--- src/rtc_alarm_pkg.sv ---
// Purpose: constants shared by the alarm and watchdog control block
// Assumes: 32-bit AXI4-Lite register access, 100 MHz aclk
// Notes: offsets are byte addresses, one aligned word each
package rtc_alarm_pkg;
   localparam logic [7:0] CTRL_OFS = 8'h00;
   localparam logic [7:0] INT_STATUS_OFS = 8'h04;
   localparam logic [7:0] ALARM_SET_OFS = 8'h08;
   localparam logic [7:0] WD_RELOAD_OFS = 8'h0c;
   localparam logic [7:0] WD_COUNT_OFS = 8'h10;
   localparam logic [7:0] EVT_STATUS_OFS = 8'h14;
   localparam logic [7:0] EVT_MASK_OFS = 8'h18;

   // control register fields
   localparam int WATCHDOG_RUN_ENABLE_BIT = 0;
   localparam int WF_BIT = 1;
   localparam int AM_LO_BIT = 2;
   localparam int AM_HI_BIT = 3;
   localparam int INT_EN_BIT = 8;
   // interrupt status: alarm flag position
   localparam int AF_BIT = 14;
   // event status / mask layout
   localparam int EVT_ALARM_BIT = 0;
   localparam int EVT_WD_BIT = 1;
   // watchdog count readback: live pin level
   localparam int WD_PIN_BIT = 31;

   localparam logic [31:0] CTRL_RESET = 32'h0000_0000;
   localparam logic [15:0] WD_RELOAD_RESET = 16'h0100;

   localparam logic [1:0] AM_NONE = 2'h0;
   localparam logic [1:0] AM_MINUTES = 2'h1;
   localparam logic [1:0] AM_HOURS = 2'h2;
   localparam logic [1:0] AM_BOTH = 2'h3;

   localparam logic [1:0] RESP_OKAY = 2'h0;
   localparam logic [1:0] RESP_SLVERR = 2'h2;

   // slow watchdog tick, nominal 32.768 kHz
   localparam int CLK_PERIOD_NS = 10;
   localparam int SLOW_PERIOD_NS = 30518;
   localparam int TICK_CYCLES = SLOW_PERIOD_NS / CLK_PERIOD_NS;

   typedef enum logic [1:0] {
      WD_OFF = 2'b00,
      WD_RUN = 2'b01,
      WD_FIRED = 2'b11
   } wd_state_e;
endpackage

--- src/rtc_alarm_watchdog_control.sv ---
// Purpose: time-of-day alarm match and watchdog control with AXI4-Lite
// Assumes: time inputs are synchronous to aclk; one clock domain
// Notes: watchdog pin is open drain, oe_n low while pulled low
//
// Local design decisions: the AXI4-Lite register port and the address map.
`timescale 1ns/1ps
`default_nettype none
module rtc_alarm_watchdog_control
   import rtc_alarm_pkg::*;
#(
   parameter int WD_WIDTH = 16,
   parameter int TIME_WIDTH = 8
) (
   input wire logic aclk,
   input wire logic aresetn,
   input wire logic [7:0] s_axi_awaddr,
   input wire logic s_axi_awvalid,
   output logic s_axi_awready,
   input wire logic [31:0] s_axi_wdata,
   input wire logic [3:0] s_axi_wstrb,
   input wire logic s_axi_wvalid,
   output logic s_axi_wready,
   output logic [1:0] s_axi_bresp,
   output logic s_axi_bvalid,
   input wire logic s_axi_bready,
   input wire logic [7:0] s_axi_araddr,
   input wire logic s_axi_arvalid,
   output logic s_axi_arready,
   output logic [31:0] s_axi_rdata,
   output logic [1:0] s_axi_rresp,
   output logic s_axi_rvalid,
   input wire logic s_axi_rready,
   input wire logic [TIME_WIDTH-1:0] time_minutes,
   input wire logic [TIME_WIDTH-1:0] time_hours,
   output logic int_n,
   output logic irq,
   input wire logic watchdog_out_n_in,
   output logic watchdog_out_n,
   output logic watchdog_out_n_oe_n
);

   if (WD_WIDTH < 2 || WD_WIDTH > 16) begin : g_wd_width_bad
      $error("WD_WIDTH must be between 2 and 16");
   end
   if (TIME_WIDTH < 1 || TIME_WIDTH > 8) begin : g_time_width_bad
      $error("TIME_WIDTH must be between 1 and 8");
   end
   function automatic logic [31:0] merge(input logic [31:0] old,
                                         input logic [31:0] data,
                                         input logic [3:0] strb);
      logic [31:0] res;
      res = old;
      for (int i = 0; i < 4; i++) begin
         if (strb[i]) begin
            res[8*i +: 8] = data[8*i +: 8];
         end
      end
      return res;
   endfunction
   function automatic logic known(input logic [7:0] a);
      return a == CTRL_OFS || a == INT_STATUS_OFS || a == ALARM_SET_OFS ||
             a == WD_RELOAD_OFS || a == WD_COUNT_OFS ||
             a == EVT_STATUS_OFS || a == EVT_MASK_OFS;
   endfunction
   logic aw_held, w_held;
   logic [7:0] aw_addr;
   logic [31:0] w_data;
   logic [3:0] w_strb;
   wire aw_fire = s_axi_awvalid && s_axi_awready;
   wire w_fire = s_axi_wvalid && s_axi_wready;
   wire wr_do = aw_held && w_held && !s_axi_bvalid;
   wire ar_fire = s_axi_arvalid && s_axi_arready;
   wire wr_ctrl = wr_do && aw_addr == CTRL_OFS;
   wire wr_alarm = wr_do && aw_addr == ALARM_SET_OFS;
   wire wr_reload = wr_do && aw_addr == WD_RELOAD_OFS;
   wire wr_evt = wr_do && aw_addr == EVT_STATUS_OFS;
   wire wr_mask = wr_do && aw_addr == EVT_MASK_OFS;
   wire rd_isr = ar_fire && s_axi_araddr == INT_STATUS_OFS;
   always_ff @(posedge aclk) begin
      if (!aresetn) begin
         aw_held <= 1'b0;
         aw_addr <= 8'h00;
      end else if (aw_fire) begin
         aw_held <= 1'b1;
         aw_addr <= s_axi_awaddr;
      end else if (wr_do) begin
         aw_held <= 1'b0;
      end
   end
   always_ff @(posedge aclk) begin
      if (!aresetn) begin
         w_held <= 1'b0;
         w_data <= 32'h0000_0000;
         w_strb <= 4'h0;
      end else if (w_fire) begin
         w_held <= 1'b1;
         w_data <= s_axi_wdata;
         w_strb <= s_axi_wstrb;
      end else if (wr_do) begin
         w_held <= 1'b0;
      end
   end
   always_ff @(posedge aclk) begin
      if (!aresetn) begin
         s_axi_awready <= 1'b0;
         s_axi_wready <= 1'b0;
         s_axi_bvalid <= 1'b0;
         s_axi_bresp <= RESP_OKAY;
      end else begin
         s_axi_awready <= !aw_held && !aw_fire && !s_axi_bvalid;
         s_axi_wready <= !w_held && !w_fire && !s_axi_bvalid;
         if (wr_do) begin
            s_axi_bvalid <= 1'b1;
            s_axi_bresp <= known(aw_addr) && aw_addr != INT_STATUS_OFS &&
                           aw_addr != WD_COUNT_OFS ? RESP_OKAY : RESP_SLVERR;
         end else if (s_axi_bready) begin
            s_axi_bvalid <= 1'b0;
         end
      end
   end
   logic [31:0] ctrl;
   logic [15:0] alarm_set;
   logic [WD_WIDTH-1:0] wd_reload, wd_count;
   logic [1:0] evt_status, evt_mask;
   logic alarm_match_flag;
   logic watchdog_expired_flag;
   wire watchdog_run_enable = ctrl[WATCHDOG_RUN_ENABLE_BIT];
   wire [1:0] alarm_match_mode = ctrl[AM_HI_BIT:AM_LO_BIT];
   wire alarm_select_high = alarm_match_mode[1];
   wire alarm_select_low = alarm_match_mode[0];
   wire int_enable = ctrl[INT_EN_BIT];
   wire [31:0] ctrl_next = merge(ctrl, w_data, w_strb);
   wire [31:0] alarm_next = merge({16'h0, alarm_set}, w_data, w_strb);
   always_ff @(posedge aclk) begin
      if (!aresetn) begin
         ctrl <= CTRL_RESET;
         alarm_set <= 16'h0000;
         wd_reload <= WD_RELOAD_RESET[WD_WIDTH-1:0];
         evt_mask <= 2'h0;
      end else begin
         if (wr_ctrl) begin
            ctrl <= {23'h0, ctrl_next[INT_EN_BIT], 4'h0,
                     ctrl_next[AM_HI_BIT:AM_LO_BIT], 1'b0,
                     ctrl_next[WATCHDOG_RUN_ENABLE_BIT]};
         end
         if (wr_alarm) begin
            alarm_set <= alarm_next[15:0];
         end
         if (wr_reload) begin
            wd_reload <= w_data[WD_WIDTH-1:0];
         end
         if (wr_mask) begin
            evt_mask <= w_data[1:0];
         end
      end
   end
   logic [TIME_WIDTH-1:0] last_minutes, last_hours;
   wire min_step = time_minutes != last_minutes;
   wire hour_step = time_hours != last_hours;
   wire min_eq = time_minutes == alarm_set[TIME_WIDTH-1:0];
   wire hour_eq = time_hours == alarm_set[8 +: TIME_WIDTH];
   logic alarm_hit;
   always_comb begin
      case (alarm_match_mode)
         AM_MINUTES: alarm_hit = min_step && min_eq;
         AM_HOURS: alarm_hit = hour_step && hour_eq;
         AM_BOTH: alarm_hit = (min_step || hour_step) && min_eq && hour_eq;
         default: alarm_hit = 1'b0;
      endcase
   end
   always_ff @(posedge aclk) begin
      if (!aresetn) begin
         last_minutes <= '0;
         last_hours <= '0;
      end else begin
         last_minutes <= time_minutes;
         last_hours <= time_hours;
      end
   end
   // a hit in the read cycle survives, so no alarm is lost
   always_ff @(posedge aclk) begin
      if (!aresetn) begin
         alarm_match_flag <= 1'b0;
      end else if (alarm_hit) begin
         alarm_match_flag <= 1'b1;
      end else if (rd_isr) begin
         alarm_match_flag <= 1'b0;
      end
   end
   always_ff @(posedge aclk) begin
      if (!aresetn) begin
         int_n <= 1'b1;
      end else begin
         int_n <= !(alarm_match_flag && int_enable);
      end
   end
   localparam logic [11:0] TICK_LAST = 12'(TICK_CYCLES - 1);
   logic [11:0] div_cnt;
   logic slow_tick;
   wd_state_e wd_state;
   wire wd_kick = wr_reload || (wr_ctrl && ctrl_next[WATCHDOG_RUN_ENABLE_BIT] &&
                                !watchdog_run_enable);
   wire wd_expire = wd_state == WD_RUN && slow_tick &&
                    wd_count == WD_WIDTH'(1);
   wire wf_clear = wr_ctrl && !ctrl_next[WF_BIT];
   wire [WD_WIDTH-1:0] load_val = wr_reload ? w_data[WD_WIDTH-1:0] : wd_reload;
   always_ff @(posedge aclk) begin
      if (!aresetn || !watchdog_run_enable) begin
         div_cnt <= 12'h000;
         slow_tick <= 1'b0;
      end else begin
         slow_tick <= div_cnt == TICK_LAST;
         div_cnt <= div_cnt == TICK_LAST ? 12'h000 : div_cnt + 12'h001;
      end
   end
   always_ff @(posedge aclk) begin
      if (!aresetn) begin
         wd_state <= WD_OFF;
         wd_count <= '0;
      end else if (!watchdog_run_enable) begin
         wd_state <= WD_OFF;
         wd_count <= wd_reload;
      end else if (wd_kick) begin
         wd_state <= WD_RUN;
         wd_count <= load_val;
      end else begin
         case (wd_state)
            WD_OFF: wd_state <= WD_RUN;
            WD_RUN: begin
               if (slow_tick) begin
                  wd_count <= wd_count - WD_WIDTH'(1);
               end
               if (wd_expire) begin
                  wd_state <= WD_FIRED;
               end
            end
            WD_FIRED: begin
               if (wf_clear && !wd_expire) begin
                  wd_state <= WD_RUN;
                  wd_count <= wd_reload;
               end
            end
            default: wd_state <= WD_OFF;
         endcase
      end
   end
   always_ff @(posedge aclk) begin
      if (!aresetn) begin
         watchdog_expired_flag <= 1'b0;
      end else if (wd_expire) begin
         watchdog_expired_flag <= 1'b1;
      end else if (wf_clear) begin
         watchdog_expired_flag <= 1'b0;
      end
   end
   always_ff @(posedge aclk) begin
      if (!aresetn) begin
         watchdog_out_n <= 1'b0;
         watchdog_out_n_oe_n <= 1'b1;
      end else begin
         watchdog_out_n <= 1'b0;
         watchdog_out_n_oe_n <= !(watchdog_expired_flag &&
                                  watchdog_run_enable);
      end
   end
   wire [1:0] evt_set = {wd_expire, alarm_hit};
   wire [1:0] evt_clr = wr_evt ? w_data[1:0] : 2'h0;
   always_ff @(posedge aclk) begin
      if (!aresetn) begin
         evt_status <= 2'h0;
         irq <= 1'b0;
      end else begin
         evt_status <= (evt_status & ~evt_clr) | evt_set;
         irq <= |(evt_status & evt_mask);
      end
   end
   logic [31:0] rd_word;
   always_comb begin
      rd_word = 32'h0000_0000;
      case (s_axi_araddr)
         CTRL_OFS: begin
            rd_word = ctrl;
            rd_word[WF_BIT] = watchdog_expired_flag;
         end
         INT_STATUS_OFS: rd_word[AF_BIT] = alarm_match_flag;
         ALARM_SET_OFS: rd_word[15:0] = alarm_set;
         WD_RELOAD_OFS: rd_word[WD_WIDTH-1:0] = wd_reload;
         WD_COUNT_OFS: begin
            rd_word[WD_WIDTH-1:0] = wd_count;
            rd_word[WD_PIN_BIT] = watchdog_out_n_in;
         end
         EVT_STATUS_OFS: rd_word[1:0] = evt_status;
         EVT_MASK_OFS: rd_word[1:0] = evt_mask;
         default: rd_word = 32'h0000_0000;
      endcase
   end
   always_ff @(posedge aclk) begin
      if (!aresetn) begin
         s_axi_arready <= 1'b0;
         s_axi_rvalid <= 1'b0;
         s_axi_rdata <= 32'h0000_0000;
         s_axi_rresp <= RESP_OKAY;
      end else begin
         s_axi_arready <= !s_axi_rvalid && !ar_fire;
         if (ar_fire) begin
            s_axi_rvalid <= 1'b1;
            s_axi_rdata <= rd_word;
            s_axi_rresp <= known(s_axi_araddr) ? RESP_OKAY : RESP_SLVERR;
         end else if (s_axi_rready) begin
            s_axi_rvalid <= 1'b0;
         end
      end
   end
endmodule
`default_nettype wire

--- config.mk ---
export PLATFORM = sky130hd
export DESIGN_NAME = rtc_alarm_watchdog_control
export DESIGN_NICKNAME = d
export VERILOG_FILES = /design/src/rtc_alarm_pkg.sv /design/src/rtc_alarm_watchdog_control.sv
export SDC_FILE = /design/constraint.sdc
export NUM_CORES = 1
export LEC_CHECK = 0
export ABC_AREA = 1
export BUFFER_PORTS_ARGS = -buffer_cell sky130_fd_sc_hd__clkbuf_2
export CORE_ASPECT_RATIO = 0.8
export CORE_MARGIN = 2
export CORE_UTILIZATION = 40
export DETAILED_ROUTE_END_ITERATION = 8
export SYNTH_ARGS = -nofsm -noshare
export SYNTH_HDL_FRONTEND = slang
export SYNTH_SLANG_ARGS = --single-unit
--- constraint.sdc ---
create_clock -name aclk -period 1.74 [get_ports aclk]
set_clock_uncertainty 0.1 [all_clocks]
set_input_delay 0.348 -clock aclk [delete_from_list [all_inputs] [get_ports aclk]]
set_output_delay 0.348 -clock aclk [all_outputs]
set_load 0.02 [all_outputs]
==> results.md <==
- Worst VDD drop: 0.0006591 V
- Slowest stage delay, CP: 0.34 ns
- CTS Buf Count: 17
- Clock slew at reported path FFs: 0.07 ns
- Chip Width: 153.0 um
- Crit Path Max Fanout: 6
- F_max: 549.9 MHz
- Total inserted antenna cells: 0
- Family with the most delay on the worst path: simple AND/OR/NAND/NOR gates
- Port bufs: 84
- Worst min path class: in2reg
- Die extent in y: 123.2 um
- Setup Crit Path Kind: reg2reg
- Layout area overhead: 30.39%
- First drt pass iteration count: 6
- Ys Warns: 0
- CTS sink cnt: 144
- Avg Cell Area, Syn: 6.855 sq um
- Final Hold Viols: 0
- Crit-path cells: nor2_4 > nand2_4 > nor2_4 > nand2_2 > nor2_2 > nand2_2 > buf_6 > nand2_2 > nand2_1 > nand2_1 > nand2_2 > nor2_4 > nand3_1 > nand2_1
- Storage cell area: 2890 sq um
- CTS Buffer Depth: 2
- Clock Latency Late Sink: 0.44 ns
- Max H-tree Level: 4
- Worst EP arrival: 2.10 ns
- HPWL Detailed: 16,610 um
- Largest net degree at the start of global routing: 45
- Setup ws final: -0.07848 ns
- Final instance area: 9260 sq um
- Area contributors post-synth: dfxtp_1 41%, nand2_1 11%, nor2_1 6.9%, o21ai_0 6.9%, inv_1 6.5%
- CTS tree: done
- Leak Pwr: 4.176 nW
- Multi-input logic area: 3684 sq um
- Initial antenna violation count: 0
- Crit-path slowest cell: dfxtp_2
- Commonest cells in the netlist: 216 x nand2_1, 144 x dfxtp_1, 131 x nor2_1
- Placed Area: 8351 sq um
- Max-cap viol count: 0
- Top-area cell type share of the netlist area: 40.59%
- WP data required: 2.02 ns
- Cells after DPL: 1,403
- Post-Layout Cell Count: 1,441
- GRT Resource Usage Total: 23.54%
- Net count reported at finish: 1,283
- Most common cell in the synthesized netlist: nand2_1
- Sequential fraction of the synthesis area: 40.59%
- ANT nets after route: 0
- Final-layout fill cell count: 1,735
- CTS Root Buffer Type: clkbuf_16
- Buf/Inv on CP: 1
- Share of cells above drive strength 1: 23.85%
- WL final: 21,870 um
- RePlAce Congestion: 0.9020
- DRC: 0
- Number of synthesized flops with an enable pin: 0
- Outcome: finished, violations left
- Setup TNS Final: -0.5768 ns
- Wire per inst: 15.18 um
- Asr flop ratio synth: 0%
- Vias in the first global route: 6,495
- Core area: 17,380 sq um
- Fin. max-slew vios: 0
- Vias/cell: 4.976
- Mapped cell area: 7102 sq um
- Area of the die: 18,840 sq um
- Grt ovf: 0
- Final worst path period need: 1.818 ns
- Critical Path End Type: flip-flop
- First-pass GRT wire length: 34,580 um
- Startpoint Class: flip-flop
- Seq cells post-synth: 144
- Row cnt: 43
- DR iter-0 viols: 591
- Total power per unit cell area: 853.0 nW/um^2
- Violated checks: setup timing
- Most used cell along the critical path: nand2_2
- Top_reg_cell synth: dfxtp_1
- Largest area contributor in the netlist: dfxtp_1
- Synth Instances: 1,036
- Endpoints failing setup: 13
- Initial core utilization: 40.87%
- Yosys cell types: 43
- Fin crit share: 104.5%
- RSZ-0062 raised after global routing: true
- Pre-CTS WS: -0.1948 ns
- Vias after detailed routing: 7,170
- Top Ports: 121
## cells by family after synthesis
logic type               Yosys count  synth area share [%]
adder cells (fa/ha/maj)            4                0.7047
AND/OR/NAND/NOR                  461                 28.01
flip-flops                       144                 40.59
AO/OA/AOI/OAI                    220                 16.65
XOR/XNOR                          23                 2.836
buffers and inverters            183                 11.15
other                              1               0.05280
## worst min-delay path, stage by stage
cell	delay [ns]
clkbuf_2	0.10
nand2_1	0.05
inv_1	0.04
## layout by cell type, fill, tap and decap left out, types with 6 or more instances in the layout
cell	instances
inv_1	122
buf_12	6
xnor2_1	17
nor2_4	12
clkbuf_2	84
o21ai_0	90
nand2_2	11
inv_6	6
nand2_1	208
nand4_1	13
buf_4	88
o21ai_1	14
nor2_1	122
xor2_1	6
dfxtp_1	138
clkbuf_16	18
nor2_2	8
nand3_1	54
dfxtp_2	6
a21oi_1	70
o22ai_1	16
conb_1	18
## cell type report
type	count	area share (%)
Sequential cell	144	31.21
Tap cell	225	3.040
Clock buffer	17	4.594
Inverter	129	5.283
Timing Repair Buffer	185	14.00
Clock inverter	15	2.094
Multi-Input combinational cell	726	39.78
## worst paths after layout
path / cells after the start / end / slack [ns] / from
setup / recovery: 14 / wd_count[1] / -0.08 / aw_addr[7]
hold / removal: 3 / last_minutes[2] / 0.03 / time_minutes[2]
setup reg to reg: 14 / wd_count[1] / -0.08 / aw_addr[7]
hold reg to reg: 1 / watchdog_out_n_oe_n / 0.32 / watchdog_expired_flag
## layer usage
layer	GRT usage, %	routed length (um)	vias to the layer above
met5	0	0	-
met4	8.333	448	0
met3	6.870	1751	28
met2	32.57	8656	259
met1	34.56	11020	3241
li1	-	-	3642
## flip-flops by register name (all words and copies together) (netlist names), 2 cells and up
signal and cells:
w_strb 2, ctrl 4, last_hours 8, w_data 16, wd_state 2, s_axi_rdata 17
evt_mask 2, wd_reload 16, alarm_set 16, last_minutes 8, aw_addr 8, div_cnt 12
wd_count 16, evt_status 2
## what timing repair did
action	in CTS	in global routing
cloned	0	1
hold endpoints to repair	1	0
setup endpoints to repair	26	44
pin swaps	9	12
hold buffers	1	0
setup buffers	4	0
gates resized for setup	30	41
## report_power, final
part	total (mW)	internal [mW]	switching, mW
registers	3.46	3.38	0.0741
clock network	3.79	2.07	1.72
logic	0.649	0.267	0.383
## metrics by stage
stage,total power [mW],hold slack (ns),util (%)
after CTS,7.934,0.02200,52.37
after detailed placement,4.131,0.3066,48.05
final,7.899,0.02672,53.29
after global routing,8.174,0.02595,53.29
after floorplan,3.891,0.2662,-
after global placement,4.122,0.3151,48.05
(Power assumes the default switching activity.)
